### config.mk
export PLATFORM = sky130hd
export DESIGN_NAME = cmd_ctrl
export DESIGN_NICKNAME = d
export VERILOG_FILES = /design/src/core/cmd_ctrl_pkg.sv /design/src/core/cmd_ctrl.sv
export SDC_FILE = /design/constraint.sdc
export NUM_CORES = 1
export LEC_CHECK = 0
export BUFFER_PORTS_ARGS = -buffer_cell sky130_fd_sc_hd__buf_2
export CAP_MARGIN = 5
export CORE_ASPECT_RATIO = 1.75
export CORE_UTILIZATION = 55
export DETAILED_ROUTE_END_ITERATION = 10
export GPL_ROUTABILITY_DRIVEN = 0
export HOLD_SLACK_MARGIN = 0.12
export PLACE_DENSITY = 0.88
export SYNTH_ARGS = -nofsm -noshare
export SYNTH_HDL_FRONTEND = slang
export SYNTH_SLANG_ARGS = --single-unit
### constraint.sdc
create_clock -name clk_i -period 4.5 [get_ports clk_i]
set_input_delay 0.225 -clock clk_i [delete_from_list [all_inputs] [get_ports clk_i]]
set_output_delay 0.225 -clock clk_i [all_outputs]
set_load 0.02 [all_outputs]
### src/core/cmd_ctrl_pkg.sv
package cmd_ctrl_pkg;
    // register offsets (byte addresses)
    localparam logic [11:0] CMD_OFFSET    = 12'h000;
    localparam logic [11:0] STATUS_OFFSET = 12'h004;
    localparam logic [11:0] TIMER_OFFSET  = 12'h008;
    localparam logic [11:0] TALLY_OFFSET  = 12'h00C;

    // command register field positions
    localparam int SOFT_RESET_BIT = 7;
    localparam int RESERVED_BIT   = 6;
    localparam int TIMER_RUN_BIT  = 5;
    localparam int TIMER_HALT_BIT = 4;

    // status register field positions
    localparam int STAT_OPER_BIT  = 0;
    localparam int STAT_COUNT_BIT = 1;

    // values after reset, and the counter step COUNT_ONE
    localparam logic        SOFT_RESET_RST = 1'b1;
    localparam logic        TIMER_RUN_RST  = 1'b0;
    localparam logic        TIMER_HALT_RST = 1'b0;
    localparam logic [31:0] COUNT_RST      = 32'h0000_0000;
    localparam logic [31:0] COUNT_ONE      = 32'h0000_0001;
    localparam logic [31:0] READ_ZERO      = 32'h0000_0000;

    // reset release synchroniser depth
    localparam int RESET_SYNC_STAGES = 2;
endpackage : cmd_ctrl_pkg

### src/core/cmd_ctrl.sv
// Behaviour
// - soft reset bit 7 resets internal state machines
// - soft reset: CRC off, tallies frozen not cleared
// - hardware reset sets soft reset bit
// - non-operational until soft reset written 0
// - writing timer_run 1 starts or resumes timer
// - timer_run cleared whenever timer_halt set
// - setting timer_run clears timer_halt
// - writing timer_halt 1 stops timer, clears run
//
// Added by the designer: the address map and the APB register port.
module cmd_ctrl (
    // clock and reset
    input  wire logic        clk_i,
    input  wire logic        reset_n_i,
    // apb slave
    input  wire logic        psel_i,
    input  wire logic        penable_i,
    input  wire logic        pwrite_i,
    input  wire logic [11:0] paddr_i,
    input  wire logic [31:0] pwdata_i,
    output logic      [31:0] prdata_o,
    output logic             pready_o,
    output logic             pslverr_o,
    // device side
    input  wire logic        tally_event_i,
    output logic             fsm_reset_o,
    output logic             crc_enable_o,
    output logic             tally_enable_o,
    output logic             timer_enable_o,
    output logic      [31:0] timer_count_o
);

    typedef struct packed {
        logic        soft_reset;
        logic        timer_run;
        logic        timer_halt;
        logic [31:0] timer_cnt;
        logic [31:0] tally_cnt;
        logic [31:0] rdata;
        logic        err;
    } state_s;

    typedef enum logic [1:0] {
        BUS_IDLE,
        BUS_SETUP,
        BUS_ACCESS
    } bus_phase_e;

    logic [cmd_ctrl_pkg::RESET_SYNC_STAGES-1:0] rst_sync_reg;
    logic                                        rst_n;
    state_s                                      state_reg;
    state_s                                      state_next;
    bus_phase_e                                  phase;
    logic                                        setup;
    logic                                        wr_access;
    logic                                        mapped;
    logic                                        cmd_wr;
    logic                                        wr_run;
    logic                                        wr_halt;
    logic [31:0]                                 cmd_view;
    logic [31:0]                                 status_view;

    // release of the async reset is synchronised; assertion is immediate
    always_ff @(posedge clk_i or negedge reset_n_i) begin
        if (!reset_n_i) begin
            rst_sync_reg <= '0;
        end else begin
            rst_sync_reg <= {rst_sync_reg[cmd_ctrl_pkg::RESET_SYNC_STAGES-2:0], 1'b1};
        end
    end
    assign rst_n = rst_sync_reg[cmd_ctrl_pkg::RESET_SYNC_STAGES-1];

    assign setup     = psel_i && !penable_i;
    assign wr_access = psel_i && penable_i && pwrite_i;
    assign cmd_wr    = wr_access && paddr_i == cmd_ctrl_pkg::CMD_OFFSET;
    assign wr_run    = cmd_wr && pwdata_i[cmd_ctrl_pkg::TIMER_RUN_BIT];
    assign wr_halt   = cmd_wr && pwdata_i[cmd_ctrl_pkg::TIMER_HALT_BIT];

    always_comb begin
        if (!psel_i) begin
            phase = BUS_IDLE;
        end else if (!penable_i) begin
            phase = BUS_SETUP;
        end else begin
            phase = BUS_ACCESS;
        end
    end

    always_comb begin
        case (paddr_i)
            cmd_ctrl_pkg::CMD_OFFSET,
            cmd_ctrl_pkg::STATUS_OFFSET,
            cmd_ctrl_pkg::TIMER_OFFSET,
            cmd_ctrl_pkg::TALLY_OFFSET: mapped = 1'b1;
            default:                    mapped = 1'b0;
        endcase
    end

    // reserved bit always reads zero
    always_comb begin
        cmd_view                               = cmd_ctrl_pkg::READ_ZERO;
        cmd_view[cmd_ctrl_pkg::SOFT_RESET_BIT] = state_reg.soft_reset;
        cmd_view[cmd_ctrl_pkg::TIMER_RUN_BIT]  = state_reg.timer_run;
        cmd_view[cmd_ctrl_pkg::TIMER_HALT_BIT] = state_reg.timer_halt;
        status_view                               = cmd_ctrl_pkg::READ_ZERO;
        status_view[cmd_ctrl_pkg::STAT_OPER_BIT]  = !state_reg.soft_reset;
        status_view[cmd_ctrl_pkg::STAT_COUNT_BIT] = timer_enable_o;
    end

    always_comb begin
        state_next = state_reg;

        // read data is captured in setup so that prdata comes from a flop
        if (setup) begin
            state_next.err = !mapped;
            case (paddr_i)
                cmd_ctrl_pkg::CMD_OFFSET:    state_next.rdata = cmd_view;
                cmd_ctrl_pkg::STATUS_OFFSET: state_next.rdata = status_view;
                cmd_ctrl_pkg::TIMER_OFFSET:  state_next.rdata = state_reg.timer_cnt;
                cmd_ctrl_pkg::TALLY_OFFSET:  state_next.rdata = state_reg.tally_cnt;
                default:                     state_next.rdata = cmd_ctrl_pkg::READ_ZERO;
            endcase
        end

        // timer counts only while running and the device is operational
        if (timer_enable_o) begin
            state_next.timer_cnt = state_reg.timer_cnt + cmd_ctrl_pkg::COUNT_ONE;
        end
        // tallies hold their value during soft reset
        if (tally_event_i && !state_reg.soft_reset) begin
            state_next.tally_cnt = state_reg.tally_cnt + cmd_ctrl_pkg::COUNT_ONE;
        end

        if (cmd_wr) begin
            state_next.soft_reset = pwdata_i[cmd_ctrl_pkg::SOFT_RESET_BIT];
            // bit 6 is ignored on write
            if (pwdata_i[cmd_ctrl_pkg::TIMER_RUN_BIT]) begin
                state_next.timer_run  = 1'b1;
                state_next.timer_halt = 1'b0;
            end
            // halt wins when both are written together: stopping is the safe side
            if (pwdata_i[cmd_ctrl_pkg::TIMER_HALT_BIT]) begin
                state_next.timer_halt = 1'b1;
                state_next.timer_run  = 1'b0;
            end
        end
    end

    always_ff @(posedge clk_i or negedge rst_n) begin
        if (!rst_n) begin
            state_reg.soft_reset <= cmd_ctrl_pkg::SOFT_RESET_RST;
            state_reg.timer_run  <= cmd_ctrl_pkg::TIMER_RUN_RST;
            state_reg.timer_halt <= cmd_ctrl_pkg::TIMER_HALT_RST;
            state_reg.timer_cnt  <= cmd_ctrl_pkg::COUNT_RST;
            state_reg.tally_cnt  <= cmd_ctrl_pkg::COUNT_RST;
            state_reg.rdata      <= cmd_ctrl_pkg::READ_ZERO;
            state_reg.err        <= 1'b0;
        end else begin
            state_reg <= state_next;
        end
    end

    // no wait states: setup captures, access answers at once
    assign pready_o       = 1'b1;
    assign pslverr_o      = psel_i && penable_i && state_reg.err;
    assign prdata_o       = state_reg.rdata;
    assign fsm_reset_o    = state_reg.soft_reset;
    assign crc_enable_o   = !state_reg.soft_reset;
    assign tally_enable_o = !state_reg.soft_reset;
    assign timer_enable_o = state_reg.timer_run && !state_reg.soft_reset;
    assign timer_count_o  = state_reg.timer_cnt;

    // snapshot at soft reset entry: catches slow drift that a one-cycle check misses
    logic [31:0] tally_snap_reg;
    logic        frozen_reg;
    always_ff @(posedge clk_i or negedge rst_n) begin
        if (!rst_n) begin
            tally_snap_reg <= cmd_ctrl_pkg::COUNT_RST;
            frozen_reg     <= 1'b0;
        end else begin
            if (!frozen_reg) begin
                tally_snap_reg <= state_reg.tally_cnt;
            end
            frozen_reg <= fsm_reset_o;
        end
    end

    // hardware reset release must leave soft reset set
    always_ff @(posedge clk_i) begin
        if (rst_sync_reg == 2'b01) begin
            hw_reset_a: assert (state_reg.soft_reset)
                else $error("soft reset not set after hw reset");
        end
    end

    logic unused_phase;
    assign unused_phase = (phase == BUS_IDLE);
endmodule : cmd_ctrl

==> run_results.csv, run 1 <==
group,metric,value,unit
run_status,status,"finished, final reports clean",
routing,wirelength,10800,um
synthesis,postSynthAreaPerCell,10.7,um2
grt,grtUsageMet3,0.0368,
routing,vias,3624,
synthesis,muxShareOfSynthArea,0.0573,
synthesis,synthAdderAreaFrac,0.00475,
setup_path,required,4.73,ns
grt,grt_use_total,0.232,
finish,area_growth,6.75,%
routing,drc,0,
clocking,clkLatencyLatePin,0.34,ns
sta,rsz0062_at_grt,"false",
clocking,cts_sinks,102,
synthesis,synth_xor_area_frac,0.101,
floorplanning,die_h,131,um
synthesis,synth-simple-area-share,0.176,
finish,drive_gt1_frac,0.260,
sta,relSlewSlack,0.341,
pwr,irDropWorstVdd,0.000244,V
clocking,cts_tree,"built",
floorplanning,start_util,0.575,
clocking,cts.path.max_buffers,2,
synthesis,synth_compound_area_frac,0.0635,
sta,fin_worst_skew,0.00506,ns
floorplanning,io_pins,120,
routing,drt_iter0_drc,299,
sta,setup-tns-final,0,ns
clocking,clockRootBuffer,"clkbuf_16",
finish,final_cell_mix,"100 x dfrtp_1, 89 x buf_2, 58 x nand2_1",
routing,ant_nets,0,
setup_path,crit_fanout,6,
routing,post_drt_wl_per_cell,16.8,um
clocking,htree_num_levels,3,
sta,finalCriticalPeriod,2.15,ns
floorplanning,fp-row-count,46,
sta,hold_viol,0,
pwr,p_per_area,297,mW/mm2
finish,largest_reg_flops,33,
setup_path,arrival,2.38,ns
job,drv_cap,0,
grt,grt-ovfl-total,0,
clocking,clkSlewWorstSetupHoldPaths,0.06,ns
sta,fmax,465,MHz
grt,gr-max-usage-layer,"met2",
synthesis,ys.flop_type,"dfrtp_1",
routing,dr.pass1.iters,4,
synthesis,syn-cell-area,0.00526,mm2
sta,finalSetupViolCount,0,
routing,viasPerCell,5.63,
sta,whs,0.171,ns
floorplanning,die_area,0.00998,mm2
synthesis,yosys.cell_types.count,42,
floorplanning,coreArea,0.00915,mm2
grt,grt_max_degree,69,
synthesis,synth_edf_count,0,
synthesis,yosysWarningCount,0,
clocking,cts_setup_buffers,0,
grt,grt_pass1_vias,3711,
grt,antenna_found_initial,0,
place,dpl.hpwl,7690,um
setup_path,path_class,"reg2reg",
synthesis,synth_seq_cells,102,
sta,period_share,0.478,
setup_path,crit_path_end_kind,"register",
sta,tightestPinTransition,0.981,ns
hold_path,hp-class,"in2reg",
finish,layout.nets,571,
synthesis,synth_top_family_by_area,"simple AND/OR/NAND/NOR gates",
synthesis,synth_cells,492,
sta,report.final.slew_viol_count,0,
finish,diodes,0,
grt,use_met1,0.259,
grt,use_met2,0.423,
finish,final_common_cell,"dfrtp_1",
floorplanning,die_x,76.0,um
grt,grt_pass1_wl,18200,um
synthesis,synth_async_sr_flop_share,1.00,
clocking,cts-buffers-inserted,9,
pwr,leakage,2.76,nW
setup_path,startpoint_type,"register",
place,io_buffers,89,
synthesis,synth-seq-area-share,0.485,
-- area by class of cell --
class / count / area, um2
Sequential cell: 102 / 2560
Tap cell: 120 / 150
Clock inverter: 4 / 23.8
Timing Repair Buffer: 97 / 513
Clock buffer: 12 / 236
Multi-Input combinational cell: 306 / 2130
Fill cell: 749 / 3530
Inverter: 3 / 11.3
-- worst max-delay path: stages (launching register included) --
cell and delay, ns:
dfrtp_1 0.45, ha_1 0.23, nand4b_1 0.16, nor4_1 0.81
nand4_1 0.22, xnor2_1 0.17
-- power breakdown --
part | internal [mW] | switching, mW
registers | 0.918 | 0.0122
logic | 0.0192 | 0.0290
clock network | 0.374 | 0.317
total | 1.31 | 0.359
-- logic make-up after synthesis --
family                   after synthesis
flip-flops                           102
multiplexers                          30
AO/OA/AOI/OAI                         45
XOR/XNOR                              61
adder cells (fa/ha/maj)                2
buffers and inverters                 85
AND/OR/NAND/NOR                      166
other                                  1
-- worst paths after layout --
path | from | cells after the start | endpoint | slack (ns)
setup / recovery | timer_count_o[0] | 5 | timer_count_o[22] | 2.35
hold / removal | pwdata_i[5] | 3 | cmd_view[5] | 0.17
setup reg to reg | timer_count_o[0] | 5 | timer_count_o[22] | 2.35
hold reg to reg | rst_sync_reg[0] | 0 | rst_sync_reg[1] | 0.35
max in group asynchronous | rst_sync_reg[1] | 1 | prdata_o[24] | 3.12
min in group asynchronous | reset_n_i | 2 | rst_sync_reg[1] | 0.20
-- per-stage QoR --
stage          power [mW]  instance area, um2  instances   util  worst slack, ns
6_report             1.67                5620        644  0.614             2.35
5_1_grt              1.73                5620        644  0.614             2.14
4_1_cts              1.68                5620        644  0.614             2.34
3_5_place_dp        0.996                5330        625  0.582             2.31
3_3_place_gp        0.994                5330        625  0.582             2.37
2_1_floorplan       0.975                5270        493      -             1.45
-- cell usage after synthesis (all sizes together) (2+ instances only) --
cell / instances / area share
a21oi: 3 / 0.0029
a22o: 7 / 0.012
and2: 5 / 0.0059
and3: 11 / 0.013
and4: 9 / 0.015
buf: 73 / 0.10
clkbuf: 9 / 0.0064
dfrtp: 101 / 0.48
ha: 2 / 0.0048
inv: 3 / 0.0021
mux2i: 29 / 0.055
nand2: 59 / 0.043
nand2b: 5 / 0.0059
nand3: 23 / 0.022
nand4: 21 / 0.025
nand4b: 5 / 0.0083
nor2: 8 / 0.0057
nor3: 4 / 0.0048
nor4: 5 / 0.0059
o21ai: 33 / 0.046
or3: 2 / 0.0024
or4: 3 / 0.0057
xnor2: 55 / 0.092
xor2: 6 / 0.010
-- routing by layer --
layer	routed length, um	vias to the layer above
met4	278	0
li1	-	1689
met5	0	-
met2	6060	92
met1	4090	1822
met3	383	21
-- what timing repair did --
action,4_1_cts,5_1_grt
endpoints found under the hold margin,4,0
resized for setup,0,0
endpoints found under the setup margin,0,0
hold buffers,3,0
No activity file was read; power rests on OpenSTA's default activity.
==> run 2, diff against run 1 <==
--- a/config.mk
+++ b/config.mk
@@ -5,6 +5,7 @@
 export SDC_FILE = /design/constraint.sdc
 export NUM_CORES = 1
 export LEC_CHECK = 0
+export ABC_AREA = 1
 export BUFFER_PORTS_ARGS = -buffer_cell sky130_fd_sc_hd__buf_2
 export CAP_MARGIN = 5
 export CORE_ASPECT_RATIO = 1.75
@@ -12,7 +13,7 @@
 export DETAILED_ROUTE_END_ITERATION = 10
 export GPL_ROUTABILITY_DRIVEN = 0
 export HOLD_SLACK_MARGIN = 0.12
-export PLACE_DENSITY = 0.88
+export PLACE_DENSITY = 0.87
 export SYNTH_ARGS = -nofsm -noshare
 export SYNTH_HDL_FRONTEND = slang
 export SYNTH_SLANG_ARGS = --single-unit
==> constraint.sdc (replaced) <==
create_clock -name clk_i -period 2.22 [get_ports clk_i]
set_input_delay 0.111 -clock clk_i [delete_from_list [all_inputs] [get_ports clk_i]]
set_output_delay 0.111 -clock clk_i [all_outputs]
set_load 0.02 [all_outputs]
==> run 2 against run 1 <==
Effect of this change: cell count up 42%; non-clock buffer count increased by 4; die area grew 12%; flip-flop and latch count unchanged; wire length rose by 23%; via count grew 36%; worst setup slack worse by 1.9 ns; largest power group unchanged.
==> run_results.csv, run 2 <==
group,metric,value,unit
job,drv_cap,0,
pwr,p_per_area,584,mW/mm2
grt,grt_use_total,0.261,
synthesis,ys.flop_type,"dfrtp_1",
setup_path,r2r_end,"timer_count_o[16]",
grt,grt_pass1_vias,4790,
floorplanning,io_pins,120,
clocking,clockRootBuffer,"clkbuf_16",
setup_path,arrival,2.03,ns
sta,hold_viol,0,
routing,post_drt_wl_per_cell,14.5,um
hold_path,hold_end,"fsm_reset_o",
floorplanning,start_util,0.569,
pwr,clockPowerShare,0.382,
finish,final_cell_mix,"222 x nand2_1, 100 x dfrtp_1, 89 x buf_2",
synthesis,yosysMostFrequentCell,"nand2_1",
run_status,status,"finished, final reports clean",
sta,finalCriticalPeriod,1.80,ns
sta,fmax,556,MHz
synthesis,synth_edf_count,0,
sta,whs,0.160,ns
setup_path,crit_fanout,6,
finish,n_fill_cell,861,
sta,period_share,0.811,
pwr,internal_power,2.80,mW
routing,dr.pass1.iters,6,
floorplanning,die_x,80.3,um
finish,drive_gt1_frac,0.181,
setup_path,startpoint_type,"register",
hold_path,hp-class,"in2reg",
synthesis,yosys.cell_types.count,35,
synthesis,synth_async_sr_flop_share,1.00,
setup_path,ff2ff_path_depth,7,
synthesis,yosysTopAreaCell,"dfrtp_1",
hold_path,hold_depth,5,
clocking,clkSlewWorstSetupHoldPaths,0.06,ns
sta,fin_worst_skew,0.00685,ns
sta,rsz0062_at_grt,"false",
synthesis,yosysWarningCount,0,
synthesis,syn-cell-area,0.00589,mm2
hold_path,hp-start,"pwrite_i",
synthesis,synth_top_area_frac,0.429,
clocking,cts_tree,"built",
finish,diodes,0,
setup_path,crit_path_end_kind,"register",
routing,wirelength,13300,um
setup_path,path_class,"reg2reg",
clocking,cts.path.max_buffers,2,
sta,relSlewSlack,0.582,
routing,drc,0,
pwr,combPwrFrac,0.071,
finish,layout.nets,835,
pwr,irDropWorstVdd,0.000462,V
routing,ant_nets,0,
routing,viasPerCell,5.39,
synthesis,synth-seq-area-share,0.433,
grt,grt-ovfl-total,0,
setup_path,required,2.45,ns
grt,grt_pass1_wl,22600,um
floorplanning,die_area,0.0111,mm2
pwr,switching_share,0.238,
synthesis,synth_cells,753,
setup_path,crit_path_start,"timer_count_o[1]",
setup_path,rrSetupSlack,0.42,ns
sta,setup-tns-final,0,ns
synthesis,synth_seq_cells,102,
synthesis,synth_common_cells,"222 x nand2_1, 101 x dfrtp_1, 84 x nand3_1",
pwr,seq_power_share,0.548,
pwr,leakage,3.33,nW
pwr,p_sw,875,uW
sta,report.final.slew_viol_count,0,
floorplanning,coreArea,0.0104,mm2
clocking,htree_num_levels,3,
floorplanning,die_h,139,um
clocking,ctsResizeCount,0,
routing,vias,4922,
grt,antenna_found_initial,0,
place,io_buffers,89,
synthesis,synthTopCellsByArea,"dfrtp_1 43%, nand2_1 14%, buf_4 8.5%",
finish,largest_reg_flops,33,
clocking,clkLatencyLatePin,0.35,ns
place,dpl.hpwl,10000,um
sta,finalSetupViolCount,0,
floorplanning,fp-row-count,49,
sta,tightestPinTransition,0.622,ns
clocking,cts-buffers-inserted,9,
routing,drt_iter0_drc,495,
synthesis,postSynthAreaPerCell,7.83,um2
finish,area_growth,6.90,%
grt,grt_max_degree,51,
finish,final_common_cell,"nand2_1",
clocking,cts_sinks,102,
setup_path,r2r_start,"timer_count_o[1]",
## run 2: repair_timing
| action | CTS | global route |
|---|---|---|
| hold endpoints to repair | 5 | 0 |
| hold buffers | 4 | 0 |
| setup buffers | 0 | 0 |
## run 2: through the flow
stage / std cells / cell area [um2] / utilization / worst slack (ns) / power [mW]
2_1_floorplan: 754 / 5900 / - / 0.509 / 2.22
5_1_grt: 913 / 6300 / 0.608 / 0.353 / 3.79
3_3_place_gp: 895 / 6000 / 0.579 / 0.507 / 2.29
3_5_place_dp: 895 / 6000 / 0.579 / 0.457 / 2.31
4_1_cts: 913 / 6300 / 0.608 / 0.464 / 3.70
6_report: 913 / 6300 / 0.608 / 0.420 / 3.68
## run 2: how the worst max path moves through the flow
stage                              endpoint  slack (ns)
after floorplan                 cmd_view[4]        0.51
after global placement    timer_count_o[16]        0.51
after detailed placement  timer_count_o[16]        0.46
after CTS                 timer_count_o[16]        0.46
after global routing      timer_count_o[24]        0.35
final                     timer_count_o[16]        0.42
## run 2: area by class of cell
type                            count  area [um2]  area share
Clock buffer                       12         246      0.0391
Multi-Input combinational cell    498        2500       0.397
Timing Repair Buffer              101         558      0.0886
Inverter                           71         269      0.0427
Sequential cell                   102        2560       0.406
Clock inverter                      2        10.0     0.00159
Tap cell                          127         159      0.0252
## run 2: cell families after synthesis
group                      Yosys count  share of synthesized area
DFF                                102                      0.433
muxes                                1                    0.00191
other                                1                   0.000636
and+or+nand+nor                    419                      0.324
buffers and inverters              154                      0.144
xor gates and xnor gates            46                     0.0684
adders and majority gates            2                    0.00425
AOI/OAI and AO/OA                   28                     0.0238
## run 2: metal layers
layer,vias to the layer above,GRT usage,wire (um)
met1,2324,0.309,5110
met5,-,0,0
li1,2373,-,-
met2,189,0.452,7050
met4,0,0.124,479
met3,36,0.0395,648
## run 2: worst max-delay path: stages, from the launching register on
cell and delay [ns]:
dfrtp_1 0.42, ha_1 0.17, inv_1 0.07, nor2_1 0.15, nand2_1 0.07, nor3_1 0.48
nand2_1 0.15, xor2_1 0.17
## run 2: power by group through the flow
stage	combinational, mW	sequential (mW)	clock (mW)
floorplan	0.182	2.04	0
global placement	0.245	2.04	0
detailed placement	0.257	2.05	0
CTS	0.263	2.01	1.42
global route	0.295	2.03	1.47
finish	0.260	2.01	1.40
==> run 3, diff against run 2 <==
--- a/config.mk
+++ b/config.mk
@@ -5,15 +5,15 @@
 export SDC_FILE = /design/constraint.sdc
 export NUM_CORES = 1
 export LEC_CHECK = 0
-export ABC_AREA = 1
+export ABC_AREA = 0
 export BUFFER_PORTS_ARGS = -buffer_cell sky130_fd_sc_hd__buf_2
 export CAP_MARGIN = 5
 export CORE_ASPECT_RATIO = 1.75
-export CORE_UTILIZATION = 55
+export CORE_UTILIZATION = 49
 export DETAILED_ROUTE_END_ITERATION = 10
 export GPL_ROUTABILITY_DRIVEN = 0
 export HOLD_SLACK_MARGIN = 0.12
-export PLACE_DENSITY = 0.87
+export PLACE_DENSITY = 0.83
 export SYNTH_ARGS = -nofsm -noshare
 export SYNTH_HDL_FRONTEND = slang
 export SYNTH_SLANG_ARGS = --single-unit
==> constraint.sdc (replaced) <==
create_clock -name clk_i -period 1.5 [get_ports clk_i]
set_input_delay 0.075 -clock clk_i [delete_from_list [all_inputs] [get_ports clk_i]]
set_output_delay 0.075 -clock clk_i [all_outputs]
set_load 0.02 [all_outputs]
==> run 3 against run 2 <==
Effect of this change: the flow now finishes with violations (setup timing); worst setup slack lost 0.51 ns; non-clock buffer count is 76 higher; clock-buffer cell count shrank 2; sequential power rose by 38%; power grew 45%; critical endpoint is now state_reg[61].
==> run_results.csv, run 3 (synthesis gave the netlist of run 1 again) <==
group,metric,value,unit
run_status,status,"finished with violations",
run_status,violations,"setup timing",
finish,fin_util,0.623,
routing,viasPerCell,5.44,
sta,setup-tns-final,-0.385,ns
hold_path,hp-class,"in2reg",
finish,diodes,0,
sta,tightestPinTransition,0.591,ns
clocking,clockRootBuffer,"clkbuf_16",
grt,grt_use_total,0.235,
routing,wirelength,12500,um
setup_path,rrSetupSlack,-0.09,ns
clocking,cts_tree,"built",
floorplanning,fp-row-count,49,
sta,report.final.slew_viol_count,0,
setup_path,crit_path_end_kind,"register",
floorplanning,start_util,0.508,
routing,ant_nets,0,
sta,hold_viol,0,
floorplanning,die_x,80.4,um
finish,drive_gt1_frac,0.382,
clocking,cts.path.max_buffers,2,
hold_path,hold_end,"cmd_view[5]",
hold_path,hp-start,"penable_i",
pwr,clockPowerShare,0.444,
hold_path,hold_depth,4,
job,drv_cap,0,
setup_path,arrival,1.82,ns
sta,relSlewSlack,0.606,
finish,final_common_cell,"dfrtp_1",
pwr,leakage,3.27,nW
finish,largest_reg_flops,33,
sta,finalSetupViolCount,13,
routing,drt_iter0_drc,265,
pwr,internal_power,4.14,mW
routing,dr.pass1.iters,4,
finish,n_fill_cell,824,
clocking,clkLatencyLatePin,0.35,ns
pwr,seq_power_share,0.520,
place,io_buffers,89,
sta,rsz0062_at_grt,"true",
clocking,cts-buffers-inserted,9,
sta,fin_worst_skew,0.00982,ns
sta,fmax,631,MHz
floorplanning,die_area,0.0112,mm2
sta,finalCriticalPeriod,1.59,ns
pwr,combPwrFrac,0.036,
pwr,p_sw,1.19,mW
grt,grt-ovfl-total,0,
floorplanning,coreArea,0.0104,mm2
setup_path,r2r_end,"state_reg[61]",
grt,grt_max_degree,37,
setup_path,crit_fanout,4,
clocking,cts_sinks,102,
setup_path,startpoint_type,"register",
setup_path,path_class,"reg2reg",
finish,area_growth,22.6,%
grt,antenna_found_initial,0,
place,dpl.hpwl,8850,um
routing,drc,0,
pwr,switching_share,0.224,
pwr,p_per_area,827,mW/mm2
floorplanning,die_h,139,um
clocking,htree_num_levels,3,
setup_path,r2r_start,"state_reg[33]",
sta,period_share,1.06,
sta,fin_ws,-0.0851,ns
finish,final_cell_mix,"100 x dfrtp_1, 88 x buf_2, 74 x buf_4",
setup_path,required,1.73,ns
pwr,irDropWorstVdd,0.000794,V
clocking,clkSlewWorstSetupHoldPaths,0.07,ns
floorplanning,io_pins,120,
grt,grt_pass1_vias,4118,
routing,vias,3973,
finish,layout.nets,651,
routing,post_drt_wl_per_cell,17.1,um
setup_path,ff2ff_path_depth,6,
grt,grt_pass1_wl,19900,um
## run 3: metal layers
layer / track usage / wire length (um) / up-vias
met5: 0 / 0 / -
met4: 0.125 / 373 / 0
li1: - / - / 1853
met2: 0.436 / 7160 / 110
met3: 0.0276 / 420 / 25
met1: 0.248 / 4560 / 1985
## run 3: how the worst max path moves through the flow
stage,from,end,slack [ns],cells past startpoint
after floorplan,timer_count_o[0],timer_count_o[20],-0.04,5
after global placement,paddr_i[1],cmd_view[4],-0.14,5
after detailed placement,paddr_i[1],cmd_view[4],-0.19,5
after CTS,state_reg[33],state_reg[61],-0.003,6
after global routing,state_reg[33],state_reg[57],-0.15,6
final,state_reg[33],state_reg[61],-0.09,6
## run 3: layout make-up
cell class                      instances  area (um2)  area share
Multi-Input combinational cell        306        2230       0.346
Clock buffer                           10         229      0.0355
Tap cell                              127         159      0.0246
Clock inverter                          6        70.1      0.0109
Inverter                                3        13.8     0.00213
Timing Repair Buffer                  177        1190       0.185
Sequential cell                       102        2560       0.396
## run 3: timing repair
action,in CTS,in global routing
hold endpoints to repair,6,0
resized for setup,7,17
pin swaps,3,16
setup endpoints to repair,10,43
cloned,0,1
hold buffers,6,0
buffers inserted,6,9
## run 3: stage by stage
step / hold slack [ns] / cell area (um2) / instances / total power [mW] / setup slack [ns]
after CTS: 0.165 / 6310 / 721 / 5.38 / -0.00293
after floorplan: -0.221 / 5330 / 493 / 2.93 / -0.0381
after global placement: -0.140 / 5880 / 693 / 3.00 / -0.145
after global routing: 0.193 / 6450 / 731 / 5.51 / -0.153
after detailed placement: -0.138 / 5880 / 693 / 3.01 / -0.185
final: 0.166 / 6450 / 731 / 5.34 / -0.0851
## run 3: power groups by stage
stage | clock network [mW] | logic [mW] | registers, mW
2_1_floorplan | 0 | 0.0777 | 2.85
3_3_place_gp | 0 | 0.174 | 2.83
3_5_place_dp | 0 | 0.181 | 2.83
4_1_cts | 2.41 | 0.194 | 2.77
5_1_grt | 2.52 | 0.214 | 2.77
6_report | 2.37 | 0.194 | 2.77
## run 3: worst max-delay path: stages, from the launching register on
cell and delay [ns]:
dfrtp_1 0.39, ha_1 0.19, nand3b_1 0.14, nor4_1 0.29, buf_4 0.19, nand4_1 0.12, xnor2_1 0.15
